File: config.mk
export PLATFORM = sky130hd
export DESIGN_NAME = le_addr_path
export DESIGN_NICKNAME = d
export VERILOG_FILES = /design/src/rtl/le_munge_pkg.sv /design/src/rtl/ea_munge.sv /design/src/rtl/le_addr_path.sv
export VERILOG_INCLUDE_DIRS = /design/src /design/src/rtl
export SDC_FILE = /design/constraint.sdc
export NUM_CORES = 1
export LEC_CHECK = 0
export ABC_AREA = 1
export BUFFER_PORTS_ARGS = -buffer_cell sky130_fd_sc_hd__buf_2
export CAP_MARGIN = 20
export CORE_MARGIN = 8
export CORE_UTILIZATION = 50
export DETAILED_ROUTE_END_ITERATION = 12
export PLACE_DENSITY_LB_ADDON = 0.3
export SYNTH_ARGS = -nofsm -noshare
export SYNTH_HDL_FRONTEND = slang
export SYNTH_SLANG_ARGS = --single-unit
export TNS_END_PERCENT = 30
File: constraint.sdc
create_clock -name CLK -period 4.1 [get_ports CLK]
set_clock_uncertainty 0.15 [all_clocks]
set_input_delay 0 -clock CLK [delete_from_list [all_inputs] [get_ports CLK]]
set_output_delay 0 -clock CLK [all_outputs]
set_load 0.01 [all_outputs]
File: src/rtl/le_munge_defs.svh
`ifndef LE_MUNGE_DEFS_SVH
`define LE_MUNGE_DEFS_SVH
`define MUNGE_SZ8 3'h0
`define MUNGE_SZ4 3'h4
`define MUNGE_SZ2 3'h6
`define MUNGE_SZ1 3'h7
`define INSN_STEP 32'h0000_0004
`define RESET_PC 32'h0000_0100
`define DW_MASK 32'hFFFF_FFF8
`define PAGE_MASK 32'hFFFF_F000
`define RESET_MSW 2'h0
`endif

File: src/rtl/le_munge_pkg.sv
package le_munge_pkg;
  typedef enum logic [1:0] {SZ1, SZ2, SZ4, SZ8} opsize_t;
  typedef enum logic [1:0] {ACC_SCALAR, ACC_MULTIPLE, ACC_STRING} acc_kind_t;
  typedef struct packed {
    logic valid;
    acc_kind_t kind;
    opsize_t size;
    logic [31:0] ea;
  } dreq_t;
  typedef struct packed {
    logic valid;
    logic [31:0] addr;
    opsize_t size;
    logic restartable;
  } mreq_t;
  typedef struct packed {
    logic little_endian_select;
    logic exception_endian_select;
  } machine_state_word_t;
endpackage : le_munge_pkg

File: src/rtl/ea_munge.sv
`timescale 1ns/100ps
`include "le_munge_defs.svh"
module ea_munge
  import le_munge_pkg::*;
(
  input wire logic [31:0] ea,
  input wire le_munge_pkg::opsize_t size,
  input wire logic le,
  output logic [31:0] addr,
  output logic aligned
);
  logic [2:0] xor_val;
  logic [2:0] low_mask;
  assign xor_val = !le ? 3'h0 : (size == SZ8) ? `MUNGE_SZ8 : (size == SZ4) ? `MUNGE_SZ4 :
                   (size == SZ2) ? `MUNGE_SZ2 : `MUNGE_SZ1;
  assign low_mask = (size == SZ8) ? 3'h7 : (size == SZ4) ? 3'h3 : (size == SZ2) ? 3'h1 : 3'h0;
  assign aligned = (ea[2:0] & low_mask) == 3'h0;
  assign addr = {ea[31:3], ea[2:0] ^ xor_val};
endmodule : ea_munge

File: src/rtl/le_addr_path.sv
`timescale 1ns/100ps
`include "le_munge_defs.svh"
// What this block does
// - Little-endian instruction fetch address is XORed with 100 before memory.
// - Instructions are aligned words; sequential fetch advances by four.
// - Link and exception-saved addresses are unmunged effective addresses.
// - Relative branch targets use unmunged branch address plus offset.
// - Absolute branch targets are unmunged effective addresses.
// - Little-endian multiple and string accesses raise alignment exception.
// - Misaligned little-endian scalar within a double word completes; spanning faults.
// - Multiple accesses need word alignment; string accesses accept any alignment.
// - Big-endian addresses pass through unmodified.
// - Aligned single-register accesses are never marked restartable.
// - Misaligned accesses restartable on boundary crossing or in little-endian.
// - Multiple and string restartable when crossing a boundary.
// - Restarted accesses may repeat bytes already transferred.
// - Accesses inside a block translation area never count as crossing.
// - Data munge XOR: 8 none, 4 with 100, 2 with 110, 1 with 111.
// - Endian select bits: zero big-endian, one little-endian.
// - On exception, exception endian select copies into current select.
module le_addr_path
  import le_munge_pkg::*;
(
  input wire logic CLK,
  input wire logic ARST_N,
  input wire logic MSW_WR,
  input wire le_munge_pkg::machine_state_word_t MSW_IN,
  input wire logic EXC_TAKE,
  input wire logic [31:0] EXC_VECTOR,
  input wire logic FETCH_ADV,
  input wire logic BR_TAKE,
  input wire logic BR_ABS,
  input wire logic BR_LINK,
  input wire logic [31:0] BR_OFFSET,
  input wire le_munge_pkg::dreq_t DREQ,
  input wire logic IN_BLOCK_AREA,
  output le_munge_pkg::machine_state_word_t MSW,
  output logic [31:0] FETCH_ADDR,
  output logic [31:0] PC,
  output logic [31:0] LINK_ADDR,
  output logic [31:0] SAVED_PC,
  output le_munge_pkg::mreq_t MREQ,
  output logic ALIGN_EXC
);
  machine_state_word_t msw_r, msw_nxt;
  logic [31:0] pc_r, pc_nxt, link_r, saved_r;
  mreq_t mreq_r, mreq_nxt;
  logic align_exc_r, align_exc_nxt;
  logic [31:0] d_addr, end_ea, br_target;
  logic d_aligned, spans_dw, crosses_page, crosses, le_on, fault, restart_ok;
  logic [3:0] size_bytes;

  assign le_on = msw_r.little_endian_select;
  assign FETCH_ADDR = {pc_r[31:3], pc_r[2:0] ^ (le_on ? `MUNGE_SZ4 : 3'h0)};
  assign br_target = BR_ABS ? {BR_OFFSET[31:2], 2'h0} : pc_r + {BR_OFFSET[31:2], 2'h0};

  always_comb begin
    msw_nxt = msw_r;
    if (MSW_WR) begin
      msw_nxt = MSW_IN;
    end
    if (EXC_TAKE) begin
      msw_nxt.little_endian_select = msw_r.exception_endian_select;
    end
  end

  always_comb begin
    pc_nxt = pc_r;
    if (EXC_TAKE) begin
      pc_nxt = EXC_VECTOR;
    end else if (BR_TAKE) begin
      pc_nxt = br_target;
    end else if (FETCH_ADV) begin
      pc_nxt = pc_r + `INSN_STEP;
    end
  end

  ea_munge u_munge (
    .ea(DREQ.ea),
    .size(DREQ.size),
    .le(le_on),
    .addr(d_addr),
    .aligned(d_aligned)
  );

  assign size_bytes = (DREQ.size == SZ8) ? 4'h8 : (DREQ.size == SZ4) ? 4'h4 :
                      (DREQ.size == SZ2) ? 4'h2 : 4'h1;
  assign end_ea = DREQ.ea + {28'h0, size_bytes} - 32'h0000_0001;
  assign spans_dw = (DREQ.ea & `DW_MASK) != (end_ea & `DW_MASK);
  assign crosses_page = ((DREQ.ea & `PAGE_MASK) != (end_ea & `PAGE_MASK)) && !IN_BLOCK_AREA;
  assign crosses = crosses_page;

  assign fault = DREQ.valid && (
    (le_on && DREQ.kind != ACC_SCALAR) ||
    (le_on && DREQ.kind == ACC_SCALAR && !d_aligned && spans_dw) ||
    (DREQ.kind == ACC_MULTIPLE && DREQ.ea[1:0] != 2'h0));

  assign restart_ok = (DREQ.kind == ACC_SCALAR) ? (!d_aligned && (crosses || le_on)) : crosses;

  always_comb begin
    mreq_nxt = '0;
    align_exc_nxt = fault;
    if (DREQ.valid && !fault) begin
      mreq_nxt.valid = 1'b1;
      mreq_nxt.addr = (DREQ.kind == ACC_SCALAR) ? d_addr : DREQ.ea;
      mreq_nxt.size = DREQ.size;
      mreq_nxt.restartable = restart_ok;
    end
  end

  always_ff @(posedge CLK or negedge ARST_N) begin
    if (!ARST_N) begin
      msw_r <= `RESET_MSW;
      pc_r <= `RESET_PC;
      link_r <= 32'h0;
      saved_r <= 32'h0;
      mreq_r <= '0;
      align_exc_r <= 1'b0;
    end else begin
      msw_r <= msw_nxt;
      pc_r <= pc_nxt;
      if (BR_TAKE && BR_LINK && !EXC_TAKE) begin
        link_r <= pc_r + `INSN_STEP;
      end
      if (EXC_TAKE) begin
        saved_r <= pc_r;
      end
      mreq_r <= mreq_nxt;
      align_exc_r <= align_exc_nxt;
    end
  end

  assign MSW = msw_r;
  assign PC = pc_r;
  assign LINK_ADDR = link_r;
  assign SAVED_PC = saved_r;
  assign MREQ = mreq_r;
  assign ALIGN_EXC = align_exc_r;

  chk_fetch_munge: assert property (@(posedge CLK) disable iff (!ARST_N)
    le_on |-> FETCH_ADDR == (pc_r ^ 32'h0000_0004)) else $error("fetch munge wrong");
  chk_be_passthru: assert property (@(posedge CLK) disable iff (!ARST_N)
    !le_on |-> FETCH_ADDR == pc_r) else $error("big-endian fetch modified");
  chk_seq_step: assert property (@(posedge CLK) disable iff (!ARST_N)
    FETCH_ADV && !BR_TAKE && !EXC_TAKE |=> PC == $past(PC) + 32'h0000_0004)
    else $error("sequential step not four");
  chk_exc_endian: assert property (@(posedge CLK) disable iff (!ARST_N)
    EXC_TAKE |=> MSW.little_endian_select == $past(MSW.exception_endian_select))
    else $error("exception endian not copied");
  chk_saved_pc: assert property (@(posedge CLK) disable iff (!ARST_N)
    EXC_TAKE |=> SAVED_PC == $past(PC)) else $error("saved address munged");
  chk_le_nonscalar: assert property (@(posedge CLK) disable iff (!ARST_N)
    DREQ.valid && le_on && DREQ.kind != ACC_SCALAR |=> ALIGN_EXC && !MREQ.valid)
    else $error("nonscalar not faulted");
  chk_aligned_norst: assert property (@(posedge CLK) disable iff (!ARST_N)
    DREQ.valid && DREQ.kind == ACC_SCALAR && d_aligned |=> !MREQ.restartable)
    else $error("aligned access restartable");
  chk_word_munge: assert property (@(posedge CLK) disable iff (!ARST_N)
    DREQ.valid && le_on && DREQ.kind == ACC_SCALAR && DREQ.size == SZ4 && d_aligned
    |=> MREQ.addr == ($past(DREQ.ea) ^ 32'h0000_0004)) else $error("word munge wrong");
  chk_rel_branch: assert property (@(posedge CLK) disable iff (!ARST_N)
    BR_TAKE && !BR_ABS && !EXC_TAKE |=> PC == $past(PC) + {$past(BR_OFFSET[31:2]), 2'h0})
    else $error("relative target wrong");
  cov_le_fetch: cover property (@(posedge CLK) disable iff (!ARST_N) le_on && FETCH_ADV);
  cov_align_exc: cover property (@(posedge CLK) disable iff (!ARST_N) ALIGN_EXC);
  cov_restart: cover property (@(posedge CLK) disable iff (!ARST_N) MREQ.restartable);
  cov_exc: cover property (@(posedge CLK) disable iff (!ARST_N) EXC_TAKE && le_on);
endmodule : le_addr_path

==> flow_summary.json <==
{
  "power_leakage_nw": 8.016,
  "placed_cell_area_mm2": 0.01296,
  "synth_ff_type": "dfrtp_1",
  "synth_nets": 1872,
  "cts_tree": "built",
  "port_buffers": 276,
  "initial_core_util": 0.5080,
  "crit_fanout": 6,
  "gr-total-overflow": 0,
  "gp_congestion": 1.011,
  "async_flop_share": 1.000,
  "r2r-start": "PC[5]",
  "ys_warn_count": 0,
  "synth-seq-cells": 135,
  "cp.depth": 17,
  "rrSetupSlack_ns": 0.17,
  "holdCritPathClass": "input pin to register",
  "netlist_area_mm2": 0.01150,
  "clkSinkCount": 135,
  "die_w_um": 167.7,
  "crit_path_top_delay_cell": "dlygate4sd3_1",
  "ir_worst_vdd_mv": 0.2344,
  "dp_slack_ns": 0.5820,
  "path_delay_family": "buffers and inverters",
  "dr.pass1.iters": 5,
  "wl_per_cell_um": 18.22,
  "critPathCaptureType": "register",
  "worst_slack_ns": 0.1673,
  "required_ns": 4.26,
  "power_density_mw_per_mm2": 365.2,
  "design_area_mm2": 0.01478,
  "finalWorstPathRequiredPeriod_ns": 3.933,
  "synth_top_area_frac": 0.2916,
  "cpMostUsedCell": "nand2_1",
  "setup_viol": 0,
  "finalWirelength_mm": 42.94,
  "hpwl_mm": 32.95,
  "htreeDepth": 4,
  "slowest_delay_ns": 0.56,
  "worstMarginPinSlew_ns": 0.9060,
  "syn_avg_cell_area_um2": 6.777,
  "arrival_ns": 4.09,
  "drt_iter0_drc": 1171,
  "grt_pass1_vias": 12570,
  "rsz0062_at_grt": "yes",
  "crit_type": "register to register",
  "pin_count": 279,
  "hold_viol_final": 1,
  "fin_hold_ws_ns": -0.01467,
  "vias": 12560,
  "fin_total_pwr_mw": 5.396,
  "root_buffer": "clkbuf_16",
  "rows": 55,
  "synth_edf_count": 0,
  "drtAntennaViolNets": 0,
  "drive_above_1_share": 0.2173,
  "synthTopCellsByArea": "dfrtp_1, nand2_1, inv_1",
  "crit_path_start": "PC[5]",
  "core_mm2": 0.02264,
  "antenna_found_initial": 1,
  "clockBufferDepth": 2,
  "clkLatencyLatePin_ns": 0.43,
  "outcome": "finished with violations",
  "start_kind": "register",
  "vias_per_cell": 5.327,
  "maxSlewViolCount": 0,
  "grt_pass1_wl_mm": 66.95,
  "maxCapViolations": 0,
  "fp.dieArea_mm2": 0.02811,
  "grt_max_degree": 69,
  "endpoint": "PC[24]",
  "synth_area_leader_cell": "dfrtp_1",
  "cp.buffers_inverters": 2,
  "cts_buffers": 17,
  "max_freq_mhz": 254.3,
  "min_period_over_period": 0.9592,
  "layout.nets": 2233,
  "clk_pin_slew_worst_paths_ns": 0.07,
  "grt_usage": 0.2981,
  "crit_chain": "ha_1 > a21oi_1 > nand2_1 > a21oi_1 > nor2_1 > o22ai_1 > o21ai_2 > nand2_1 > nand2_1 > nand2_1 > nand2_1 > o21ai_0 > nand2_1 > nand2_1 > dlygate4sd3_1 > nand2_1 > dlygate4sd3_1",
  "violations": "hold timing",
  "synth.distinct_cells": 51,
  "drc": 0,
  "rr_endpoint": "PC[24]",
  "setup_tns_ns": 0,
  "syn_inst": 1697,
  "worstRegToRegCells": 17,
  "yosysSeqAreaShare": 0.2938,
  "area_growth_pct": 28.49,
  "final.fill_count": 1957,
  "die_h_um": 167.7,
  "max-slew-margin-rel": 0.3951
}
placed cells by master (no fill, tap or decap), types with 14 or more instances in the layout:
cell type / netlist / final
nand2_1: 497 / 494
buf_2: 1 / 273
inv_1: 252 / 251
dfrtp_1: 134 / 132
nor2_1: 132 / 131
dlygate4sd3_1: 0 / 115
o21ai_0: 111 / 109
a21oi_1: 78 / 77
ha_1: 62 / 61
nand3_1: 59 / 57
xor2_1: 52 / 52
nor2_4: 34 / 35
nand2_2: 29 / 31
xnor2_1: 21 / 21
buf_4: 32 / 19
clkbuf_16: 0 / 17
nor3_1: 16 / 16
nand4_1: 15 / 15
inv_2: 13 / 14
nor2_2: 14 / 14
worst reg2reg max path, delay by kind of cell (launching register included):
family                     cells  cell delay (ns)
and+or+nand+nor                9             0.65
buffers and inverters          2             1.11
AOI/OAI and AO/OA              5             1.06
DFF                            1             0.48
adders and majority gates      1             0.37
cell type report:
type	count	area, µm²	share of cell area
Multi-Input combinational cell	1227	6750	0.4568
Sequential cell	135	3382	0.2289
Timing Repair Buffer	410	2711	0.1835
Inverter	267	1002	0.06782
Clock buffer	18	439.2	0.02972
Tap cell	285	356.6	0.02413
Clock inverter	14	133.9	0.009059
Antenna cell	1	2.502	0.0001693
sequential cells by signal (all words and copies together), names as in the netlist:
signal	count
MREQ	36
LINK_ADDR	32
PC	32
SAVED_PC	32
ALIGN_EXC	1
MSW	1
le_on	1
report_power, final:
part	total (mW)	internal [mW]	switching, mW
Combinational	2.17	0.830	1.34
Sequential	1.70	1.51	0.188
Clock	1.53	0.819	0.711
worst min path at each step:
stage	start	endpoint	slack [ns]	cells after the start
after global routing	BR_OFFSET[4]	PC[4]	0.06	5
after floorplan	ARST_N	ALIGN_EXC	-0.45	0
after global placement	ARST_N	SAVED_PC[14]	-0.1	1
after CTS	BR_OFFSET[4]	PC[4]	0.0002	5
final	BR_OFFSET[4]	PC[4]	-0.01	5
after detailed placement	ARST_N	SAVED_PC[14]	-0.1	1
synth_stat cells, types with 3 or more instances:
master,count
nand3_1,59
clkbuf_1,31
o22ai_1,9
nor2_4,34
nand2_2,29
nor3_1,16
xor2_1,52
inv_2,13
inv_1,252
a21oi_1,78
nor2_2,14
nor3_2,4
a21boi_0,5
o221ai_1,9
o211ai_1,9
a21o_1,8
buf_4,32
o21bai_1,9
o2111ai_1,4
nand4_1,15
ha_1,62
o21ai_0,111
buf_12,3
or2_2,5
nor4_1,5
nor2_1,132
nand2_1,497
a31oi_1,5
nand3b_1,9
dfrtp_1,134
o21a_1,5
xnor2_1,21
per-layer routing:
metal / up-vias / wire length (µm) / part of all wire / GRT usage
met5: - / 0 / 0 / 0
li1: 6056 / - / - / -
met2: 608 / 19900 / 0.46 / 0.4962
met3: 110 / 3956 / 0.092 / 0.06701
met4: 0 / 1712 / 0.040 / 0.1238
met1: 5782 / 17370 / 0.40 / 0.3677
cell families (layout without fill, tap and decap cells):
| group | Yosys count | in the layout | share of synthesized area |
|---|---|---|---|
| adder cells (fa/ha/maj) | 63 | 63 | 0.06919 |
| XOR/XNOR | 74 | 74 | 0.05701 |
| AND/OR/NAND/NOR | 828 | 828 | 0.3253 |
| buffers and inverters | 335 | 709 | 0.1241 |
| other | 0 | 1 | 0 |
| flip-flops | 135 | 135 | 0.2938 |
| AO/OA/AOI/OAI | 262 | 262 | 0.1305 |
through the flow:
step / utilization / cells
floorplan: - / 1697
global placement: 0.5726 / 2206
detailed placement: 0.5726 / 2206
CTS: 0.6488 / 2353
global route: 0.6527 / 2357
finish: 0.6527 / 2357
timing repair:
item | 4_1_cts | 5_1_grt
resized for setup | 0 | 19
setup buffers | 0 | 3
hold buffers | 115 | 0
setup endpoints to repair | 0 | 3
endpoints found under the hold margin | 140 | 0
Note: power is estimated with default switching activity, not from simulation.
